File: config.mk
export PLATFORM = sky130hd
export DESIGN_NAME = iep_slave
export DESIGN_NICKNAME = d
export VERILOG_FILES = /design/src/logic/iep_pkg.sv /design/src/logic/iep_slave.sv
export SDC_FILE = /design/constraint.sdc
export NUM_CORES = 1
export LEC_CHECK = 0
export ABC_AREA = 1
export BUFFER_PORTS_ARGS = -buffer_cell sky130_fd_sc_hd__buf_2
export CORE_UTILIZATION = 30
export DETAILED_ROUTE_END_ITERATION = 12
export GPL_TIMING_DRIVEN = 0
export HOLD_SLACK_MARGIN = 0.1
export SYNTH_ARGS = -nofsm -noshare
export SYNTH_HDL_FRONTEND = slang
export SYNTH_SLANG_ARGS = --single-unit
File: constraint.sdc
create_clock -name sys_clk_in -period 2.7 [get_ports sys_clk_in]
set_input_delay 0.54 -clock sys_clk_in [delete_from_list [all_inputs] [get_ports sys_clk_in]]
set_output_delay 0.54 -clock sys_clk_in [all_outputs]
set_load 0.01 [all_outputs]
File: src/logic/iep_pkg.sv
// Purpose: Shared constants for the two-wire memory slave pin front end
// Assumes: 25 MHz system clock
// Notes: Device type field and write time are plain defaults
package iep_pkg;
  localparam int unsigned IEP_CLK_HZ = 25000000;
  localparam int unsigned IEP_TWR_US = 10;
  localparam int unsigned IEP_TWR_CYC = (IEP_TWR_US * (IEP_CLK_HZ / 1000000));
  localparam logic [2:0] IEP_TYPE_ARRAY = 3'h5;
  localparam logic [3:0] IEP_TYPE_ID = 4'hb;
  localparam int unsigned IEP_TYPE_LSB = 4;
  localparam int unsigned IEP_CE_BIT = 3;
  localparam logic [3:0] IEP_BIT_LAST = 4'h7;
  localparam logic [3:0] IEP_BIT_ACK = 4'h8;
  localparam logic [1:0] IEP_ADDR_BYTES = 2'h2;
  localparam logic [31:0] IEP_CNT_ONE = 32'h1;

  typedef enum logic [2:0] {
    IEP_ST_STANDBY,
    IEP_ST_DEVSEL,
    IEP_ST_ADDR,
    IEP_ST_DATA,
    IEP_ST_READ,
    IEP_ST_WRITE_CYCLE
  } iep_state_e;
endpackage : iep_pkg

File: src/logic/iep_slave.sv
// Purpose: Pin-level front end of a two-wire serial memory slave
// Assumes: SCL and SDA from outside are oversampled by sys_clk_in
// Notes: Array storage and read data are handled by neighbouring blocks
`timescale 1ns/100ps
module iep_slave
  import iep_pkg::*;
#(
  parameter int unsigned TWR_CYCLES = IEP_TWR_CYC
) (
  input wire logic sys_clk_in,
  input wire logic rst_in,
  input wire logic por_in,
  input wire logic scl_in,
  input wire logic sda_in,
  input wire logic chip_select_strap_in,
  input wire logic write_protect_input_in,
  input wire logic [7:0] rd_data_in,
  output logic sda_out,
  output logic sda_oe_n_out,
  output logic wr_strobe_out,
  output logic [17:0] wr_addr_out,
  output logic [7:0] wr_data_out,
  output logic rd_strobe_out,
  output logic busy_out
);

  // Elaboration check: a zero count would leave the write cycle after one cycle, as a count of one does
  if (TWR_CYCLES < 1) begin : g_twr_chk
    $error("TWR_CYCLES must be at least 1");
  end

  logic scl_m_ff, scl_s_ff, scl_d_ff;
  logic sda_m_ff, sda_s_ff, sda_d_ff;
  logic cs_m_ff, cs_s_ff, wp_m_ff, wp_s_ff;
  logic por_m_ff, por_s_ff;
  logic prst;
  logic scl_rise, scl_fall, start_cond, stop_cond;
  iep_state_e state_ff;
  logic [3:0] bit_ff;
  logic [7:0] shift_ff;
  logic [1:0] abytes_ff;
  logic [17:0] addr_ff;
  logic is_read_ff, ack_slot_ff, ack_ok_ff, wr_pend_ff;
  logic [7:0] tx_ff;
  logic pull_low_ff;
  logic [31:0] twr_cnt_ff;

  // Power-on reset: any level asserts at once, release needs two clean cycles
  always_ff @(posedge sys_clk_in) begin
    if (rst_in || por_in) begin
      por_m_ff <= 1'b1;
      por_s_ff <= 1'b1;
    end else begin
      por_m_ff <= 1'b0;
      por_s_ff <= por_m_ff;
    end
  end
  assign prst = rst_in || por_in || por_s_ff;

  always_ff @(posedge sys_clk_in) begin
    scl_m_ff <= scl_in;
    scl_s_ff <= scl_m_ff;
    scl_d_ff <= scl_s_ff;
    sda_m_ff <= sda_in;
    sda_s_ff <= sda_m_ff;
    sda_d_ff <= sda_s_ff;
    cs_m_ff <= chip_select_strap_in;
    cs_s_ff <= cs_m_ff;
    wp_m_ff <= write_protect_input_in;
    wp_s_ff <= wp_m_ff;
  end

  assign scl_rise = scl_s_ff && !scl_d_ff;
  assign scl_fall = !scl_s_ff && scl_d_ff;
  assign start_cond = scl_s_ff && scl_d_ff && !sda_s_ff && sda_d_ff;
  assign stop_cond = scl_s_ff && scl_d_ff && sda_s_ff && !sda_d_ff;

  function automatic logic cs_match(input logic [7:0] sel, input logic strap);
    // Strap is a pin level; the bench resolves a floating pin to 0
    logic type_ok;
    type_ok = (sel[7:5] == IEP_TYPE_ARRAY) || (sel[7:4] == IEP_TYPE_ID);
    cs_match = type_ok && (sel[IEP_CE_BIT] == strap);
  endfunction : cs_match

  // Bit counter and input shift register
  always_ff @(posedge sys_clk_in) begin
    if (prst || start_cond || stop_cond) begin
      bit_ff <= 4'h0;
      shift_ff <= 8'h00;
    end else if (scl_rise && state_ff != IEP_ST_STANDBY && state_ff != IEP_ST_WRITE_CYCLE) begin
      shift_ff <= {shift_ff[6:0], sda_s_ff};
      bit_ff <= (bit_ff == IEP_BIT_ACK) ? 4'h0 : bit_ff + 4'h1;
    end
  end

  // Protocol state machine
  always_ff @(posedge sys_clk_in) begin
    wr_strobe_out <= 1'b0;
    rd_strobe_out <= 1'b0;
    if (prst) begin
      state_ff <= IEP_ST_STANDBY;
      abytes_ff <= 2'h0;
      addr_ff <= 18'h0;
      is_read_ff <= 1'b0;
      ack_slot_ff <= 1'b0;
      ack_ok_ff <= 1'b0;
      wr_pend_ff <= 1'b0;
      wr_addr_out <= 18'h0;
      wr_data_out <= 8'h00;
      twr_cnt_ff <= 32'h0;
    end else begin
      case (state_ff)
        IEP_ST_WRITE_CYCLE: begin
          // Bus is deaf here, start conditions included
          if (twr_cnt_ff <= IEP_CNT_ONE) begin
            state_ff <= IEP_ST_STANDBY;
            twr_cnt_ff <= 32'h0;
          end else begin
            twr_cnt_ff <= twr_cnt_ff - IEP_CNT_ONE;
          end
        end
        default: begin
          if (stop_cond) begin
            ack_slot_ff <= 1'b0;
            if (wr_pend_ff) begin
              state_ff <= IEP_ST_WRITE_CYCLE;
              twr_cnt_ff <= TWR_CYCLES;
            end else begin
              state_ff <= IEP_ST_STANDBY;
            end
            wr_pend_ff <= 1'b0;
          end else if (start_cond) begin
            state_ff <= IEP_ST_DEVSEL;
            ack_slot_ff <= 1'b0;
            abytes_ff <= 2'h0;
          end else if (scl_rise && bit_ff == IEP_BIT_LAST) begin
            ack_slot_ff <= 1'b1;
            ack_ok_ff <= 1'b0;
            case (state_ff)
              IEP_ST_DEVSEL: begin
                if (cs_match({shift_ff[6:0], sda_s_ff}, cs_s_ff)) begin
                  ack_ok_ff <= 1'b1;
                  is_read_ff <= sda_s_ff;
                  addr_ff[17:16] <= shift_ff[1:0];
                  state_ff <= sda_s_ff ? IEP_ST_READ : IEP_ST_ADDR;
                  rd_strobe_out <= sda_s_ff;
                end else begin
                  state_ff <= IEP_ST_STANDBY;
                end
              end
              IEP_ST_ADDR: begin
                ack_ok_ff <= 1'b1;
                if (abytes_ff == 2'h0) addr_ff[15:8] <= {shift_ff[6:0], sda_s_ff};
                else addr_ff[7:0] <= {shift_ff[6:0], sda_s_ff};
                abytes_ff <= abytes_ff + 2'h1;
                if (abytes_ff + 2'h1 == IEP_ADDR_BYTES) state_ff <= IEP_ST_DATA;
              end
              IEP_ST_DATA: begin
                if (!wp_s_ff) begin
                  ack_ok_ff <= 1'b1;
                  wr_strobe_out <= 1'b1;
                  wr_addr_out <= addr_ff;
                  wr_data_out <= {shift_ff[6:0], sda_s_ff};
                  wr_pend_ff <= 1'b1;
                  addr_ff[7:0] <= addr_ff[7:0] + 8'h01;
                end else begin
                  ack_ok_ff <= 1'b0;
                end
              end
              default: begin
                ack_ok_ff <= 1'b0;
              end
            endcase
          end else if (scl_rise && bit_ff == IEP_BIT_ACK) begin
            ack_slot_ff <= 1'b0;
            // Slot after our own select ack is not a master answer
            if (state_ff == IEP_ST_READ && !ack_ok_ff) begin
              // Master nack ends the read; ack asks for the next byte
              if (sda_s_ff) state_ff <= IEP_ST_STANDBY;
              else rd_strobe_out <= 1'b1;
            end
          end
        end
      endcase
    end
  end

  // Output byte loads on the read strobe (last select bit or master ack bit rise), shifts on falling SCL
  always_ff @(posedge sys_clk_in) begin
    if (prst) begin
      tx_ff <= 8'hff;
    end else if (rd_strobe_out) begin
      tx_ff <= rd_data_in;
    end else if (scl_fall && state_ff == IEP_ST_READ && !ack_slot_ff && bit_ff != 4'h0) begin
      tx_ff <= {tx_ff[6:0], 1'b1};
    end
  end

  // Data line driver, updated on falling SCL, released at once in standby or write cycle whatever SCL does
  always_ff @(posedge sys_clk_in) begin
    if (prst) begin
      pull_low_ff <= 1'b0;
    end else if (state_ff == IEP_ST_WRITE_CYCLE || state_ff == IEP_ST_STANDBY) begin
      pull_low_ff <= 1'b0;
    end else if (scl_fall) begin
      if (ack_slot_ff) pull_low_ff <= ack_ok_ff;
      // Shift lands on this same edge, so later bits come from the next position
      else if (state_ff == IEP_ST_READ && bit_ff != IEP_BIT_ACK) begin
        pull_low_ff <= (bit_ff == 4'h0) ? !tx_ff[7] : !tx_ff[6];
      end
      else pull_low_ff <= 1'b0;
    end
  end

  always_ff @(posedge sys_clk_in) begin
    sda_out <= 1'b0;
    sda_oe_n_out <= !pull_low_ff;
    busy_out <= (state_ff == IEP_ST_WRITE_CYCLE);
  end

endmodule : iep_slave

### Yosys cells after proc, flatten, opt, wreduce, memory -nomap -nowiden

Cells that the tools add are included.

| word-level totals | value |
|---|---|
| register bits after elaboration | 120 |
| bits of input ports | 15 |

| cells by class | value |
|---|---|
| bitwise gates (word level) | 6 |
| add/subtract/negate cells | 4 |
| eq/ne operators | 20 |
| reduce and logical (&&, ||, !) cells | 62 |
| $lt $le $gt $ge | 1 |
| mux-type cells | 48 |

Operators by type and width:

| cell | number |
|---|---|
| two-way mux 32 bit | 4 |
| two-way mux 3 bit | 12 |
| <= comparator 32 x 1 -> 1 bit, second input constant | 1 |
| two-way mux 8 bit | 4 |
| subtractor 32 x 1 -> 32 bit, second input constant | 1 |
| AND reduction 6 bit | 4 |
| two-way mux 1 bit | 21 |
| logical AND 1 bit | 17 |
| case mux 8 bit (2 select lines) | 1 |
| nonzero test 2 bit | 8 |
| nonzero test 5 bit | 3 |
| equality test 3 bit, second input constant | 3 |
| zero test 1 bit | 9 |
| adder 8 x 1 -> 8 bit, second input constant | 1 |
| equality test 4 bit, second input constant | 2 |
| AND reduction 4 bit | 2 |
| nonzero test 4 bit | 2 |
| AND reduction 7 bit | 1 |
| equality test 3 x 2 -> 1 bit, second input constant | 2 |
| logical OR 1 bit | 6 |
| two-way mux 2 bit | 3 |
| != test 2 bit, second input constant | 3 |
| != test 6 x 3 -> 1 bit, second input constant | 1 |
| != test 6 bit, second input constant | 1 |
| other kinds (22) | 29 |

### Depth between registers and ports, before layout

| logic depth | value |
|---|---|
| depth in word-level cells | 9 |
| gate-level depth with buffers | 12 |
| depth with buffers taken out | 12 |

### Worst setup path after synthesis

Ideal clock, no wire load.

| timing path | value |
|---|---|
| path type | input port to flip-flop |
| start point | input port por_in |
| end point | register bit_ff[3] |
| required time | 2.620 ns |
| setup time | 0.080 ns |
| arrival time | 1.492 ns |
| path buffers | 0 |
| path slack | 1.128 ns |
| stages on the path | 7 |
| cells stage by stage | nor2_1 > inv_1 > nor2_2 > inv_1 > a21oi_2 > o21ai_1 > nor3b_1 |

| on the way | value |
|---|---|
| cells in the longest elaborated chain, start to end | 4 |

Ends and longest elaborated chain:

| what | RTL line | text |
|---|---|---|
| start: declaration | iep_slave.sv:12 | `input wire logic por_in,` |
| logical OR 1 bit (2 in a row) | iep_slave.sv:58 | `assign prst = rst_in \|\| por_in \|\| por_s_ff;` |
| logical OR 1 bit (2 in a row) | iep_slave.sv:87 | `if (prst \|\| start_cond \|\| stop_cond) begin` |
| end signal: assignment | iep_slave.sv:92 | `bit_ff <= (bit_ff == IEP_BIT_ACK) ? 4'h0 : bit_ff + 4'h1;` |
| end: declaration | iep_slave.sv:39 | `logic [3:0] bit_ff;` |

Every way passes these cells.
A chain may end at the register's enable or synchronous reset.

### Worst setup path after layout

| timing path | value |
|---|---|
| start point | register twr_cnt_ff[0] |
| end point | register twr_cnt_ff[8] |

| on the way | value |
|---|---|
| cells in the longest elaborated chain, start to end | 3 |

Ends and longest elaborated chain:

| what | RTL line | text |
|---|---|---|
| start: declaration | iep_slave.sv:46 | `logic [31:0] twr_cnt_ff;` |
| start signal: assignment | iep_slave.sv:119 | `twr_cnt_ff <= twr_cnt_ff - IEP_CNT_ONE;` |
| subtractor 32 x 1 -> 32 bit or <= comparator 32 x 1 -> 1 bit (tied branches) | iep_slave.sv:119, iep_slave.sv:115 |  |
| two-way mux 32 bit (*) | iep_slave.sv:115 | `if (twr_cnt_ff <= IEP_CNT_ONE) begin` |
| two-way mux 32 bit (*) | iep_slave.sv:112 | `case (state_ff)` |

Mark *: on every way between the ends. The rest lies on a longest branch, timed or not.

==> impl_metrics.yaml <==
drt:
  initialDrtViolationCount: 222
  wl_per_cell_um: 12.7
  drtPass1Iterations: 5
  dr_total_vias: 4907
  drcViolationCount: 0
  vias_per_cell: 4.62
  ant_nets: 0
  drt_wl_total_um: 13500
synth:
  ys_top_cells_by_area: "dfxtp_1, nor2_1, nand2_1, o21ai_0, a21oi_1"
  synth_area_mm2: 0.00545
  avgSynthCellArea_um2: 7.14
  postSynthCellCount: 763
  synth_fp_nets: 785
  ys_warn_count: 0
  synth_cell_types: 39
  synth_top_cell_area_share_pct: 44.1
  yosys.area.top_type: "dfxtp_1"
  ys_ff_latch: 120
  ys_seq_area_share_pct: 44.1
layout:
  nNetsFinal: 848
  area_delta_synth_final_pct: 19.9
  diodes: 0
  final_layout_size_suffix_gt1_share_pct: 13.7
  final_area_mm2: 0.00653
  final_cell_mix: "nor2_1, nand2_1, dfxtp_1"
  final_common_cell: "nor2_1"
grt:
  grt_use_total_pct: 15.6
  grt_pass1_vias: 4572
  grt-ovfl-total: 0
  antenna_found_initial: 0
  grt_max_degree: 17
  grt_pass1_wl_um: 22500
clock_network:
  post_cts_buffers: 0
  clk_pin_slew_ns: 0.06
  numCtsBuffers: 17
  cts.hold.buffers_added: 0
  cts-resized-gates: 0
  ctsLongestPathBuffers: 2
  clk_latency_ns: 0.42
  cts_tree: "built"
  cts.sinks: 120
  clockRootBuffer: "clkbuf_16"
  cts-htree-levels: 4
sta:
  rsz0062_at_grt: "no"
  max_slew_margin_pct: 59.4
  clock-skew-final_ns: 0.00850
  fin_crit_sh_pct: 73.0
  worst_pin_slew_ns: 0.610
  hold_viol: 0
  setup_tns_ns: 0
  fmax_mhz: 507
  fin_hold_ws_ns: 0.219
  setup_viol_count_final: 0
  post-route-min-period_ns: 1.97
  drv_slew: 0
power:
  swShare_pct: 21.1
  combPwrFrac_pct: 1.2
  pwr-share-seq_pct: 43.5
  power.density_mw_per_mm2: 629
  power.switching_uw: 868
  total_leakage_power_uw: 0.00289
  clkPwrFrac_pct: 55.3
  peakVddDrop_uv: 439
  p_int_uw: 3240
worst_setup_path:
  critPathArrivalTime_ns: 2.32
  slowest_stage: "dfxtp_1"
  cp_num_buf_inv: 3
  crit_family: "simple AND/OR/NAND/NOR gates"
  crit_chain: "inv_1 -> ha_1 -> nor2_1 -> nor2_1 -> nand2_1 -> nor2_1 -> nand2_1 -> nand2_2 -> a21oi_2 -> inv_1 -> buf_2 -> a21oi_1"
  worst-setup-path-type: "flip-flop to flip-flop"
  worst_path_most_repeated_cell: "nor2_1"
  critPathMaxFanout: 10
  crit_path_end_kind: "flip-flop"
  start_kind: "flip-flop"
  slowest_delay_ns: 0.33
  cp_data_required_time_ns: 3.04
die:
  core-area_mm2: 0.0175
  io-pin-count: 46
  initial_core_util_pct: 31.1
  dieHeight_um: 137
  die-width_um: 137
  rows: 48
  dieArea_mm2: 0.0187
place:
  dp_hpwl_um: 9690
  place_area_mm2: 0.00595
  portBuffers: 44
  gp_congestion: 0.857
status:
  status: "completed"
flow_run:
  cap_viol_max_count: 0
worst_hold_path:
  holdCritPathClass: "input port to flip-flop"
## metrics by stage
step | std cells | utilization, % | power (uW) | setup WS, ns
2_1_floorplan | 763 | - | 1850 | 1.13
3_3_place_gp | 1032 | 33.9 | 1870 | 0.531
3_5_place_dp | 1032 | 33.9 | 1870 | 0.503
4_1_cts | 1062 | 37.3 | 4150 | 0.752
5_1_grt | 1062 | 37.3 | 4230 | 0.534
6_report | 1062 | 37.3 | 4110 | 0.728
## layout make-up
class / instances / area [um2]
clock buffers: 19 / 433
repair buffers: 44 / 220
plain buffers: 22 / 120
clock inverters: 11 / 151
multi-input cells: 535 / 2600
well taps: 225 / 282
inverters: 86 / 323
flip-flops and latches: 120 / 2400
fillers: 1870 / 11000
## layer usage
metal  routed length, um  GRT usage [%]  up-vias  part of all wire [%]
met1                6490           19.8     2229                    48
met4                 112           4.88        0                  0.83
met2                6360           25.8       84                    47
li1                    -              -     2584                     -
met3                 525           3.85       10                   3.9
met5                   0              0        -                     0
## final timing paths
kind	start	to	slack [ns]	depth (start not counted)
worst min-delay path	write_protect_input_in	wp_m_ff	0.22	1
worst max register to register	twr_cnt_ff[0]	twr_cnt_ff[8]	0.73	12
worst max-delay path	twr_cnt_ff[0]	twr_cnt_ff[8]	0.73	12
worst min register to register	sda_m_ff	sda_s_ff	0.32	0
## state kept, by name, indices dropped and copies added, names as in the netlist, 2 cells and up
name	flops
wr_addr_out	18
tx_ff	8
wr_data_out	8
state_ff	3
bit_ff	4
shift_ff	7
twr_cnt_ff	32
addr_ff	18
abytes_ff	2
## logic make-up (layout without fill, tap and decap cells)
kind of cell	count (synthesis)	count (layout)	share of synthesized area, %
buf+inv	108	182	8.13
other cells	1	1	0.0689
flops	120	120	44.1
simple gates	354	354	28.1
compound gates	153	153	14.7
xor+xnor	20	20	3.22
fa+ha+maj	7	7	1.61
## synthesized netlist by cell type
cell,instances
and2_1,1
dfxtp_1,120
nand4_1,9
a31oi_1,1
buf_4,3
nand3_1,51
inv_1,79
xnor2_1,6
and3_1,1
o21ai_2,1
o21ai_1,2
buf_6,2
nand2_4,1
o211ai_1,2
ha_1,7
o21ai_0,72
o21bai_1,1
clkbuf_1,8
nor3b_1,3
nand2_1,125
buf_2,9
o21ai_4,1
nand3_2,1
a211oi_1,1
o22ai_1,1
a21oi_1,68
or2_2,4
nor2_1,135
nor3_1,9
a21oi_2,2
conb_1,1
o31ai_1,1
nor2_4,5
nand2_2,2
or2_4,1
inv_2,7
nand3b_1,2
xor2_1,14
nor2_2,4
## power groups by stage
| stage | Combinational (uW) | Sequential (uW) | Clock (uW) |
|---|---|---|---|
| 2_1_floorplan | 29.7 | 1820 | 0 |
| 3_3_place_gp | 47.5 | 1820 | 0 |
| 3_5_place_dp | 47.8 | 1830 | 0 |
| 4_1_cts | 48.1 | 1790 | 2320 |
| 5_1_grt | 54.4 | 1790 | 2390 |
| 6_report | 47.7 | 1790 | 2270 |
Note: power is estimated with default switching activity, not from simulation.
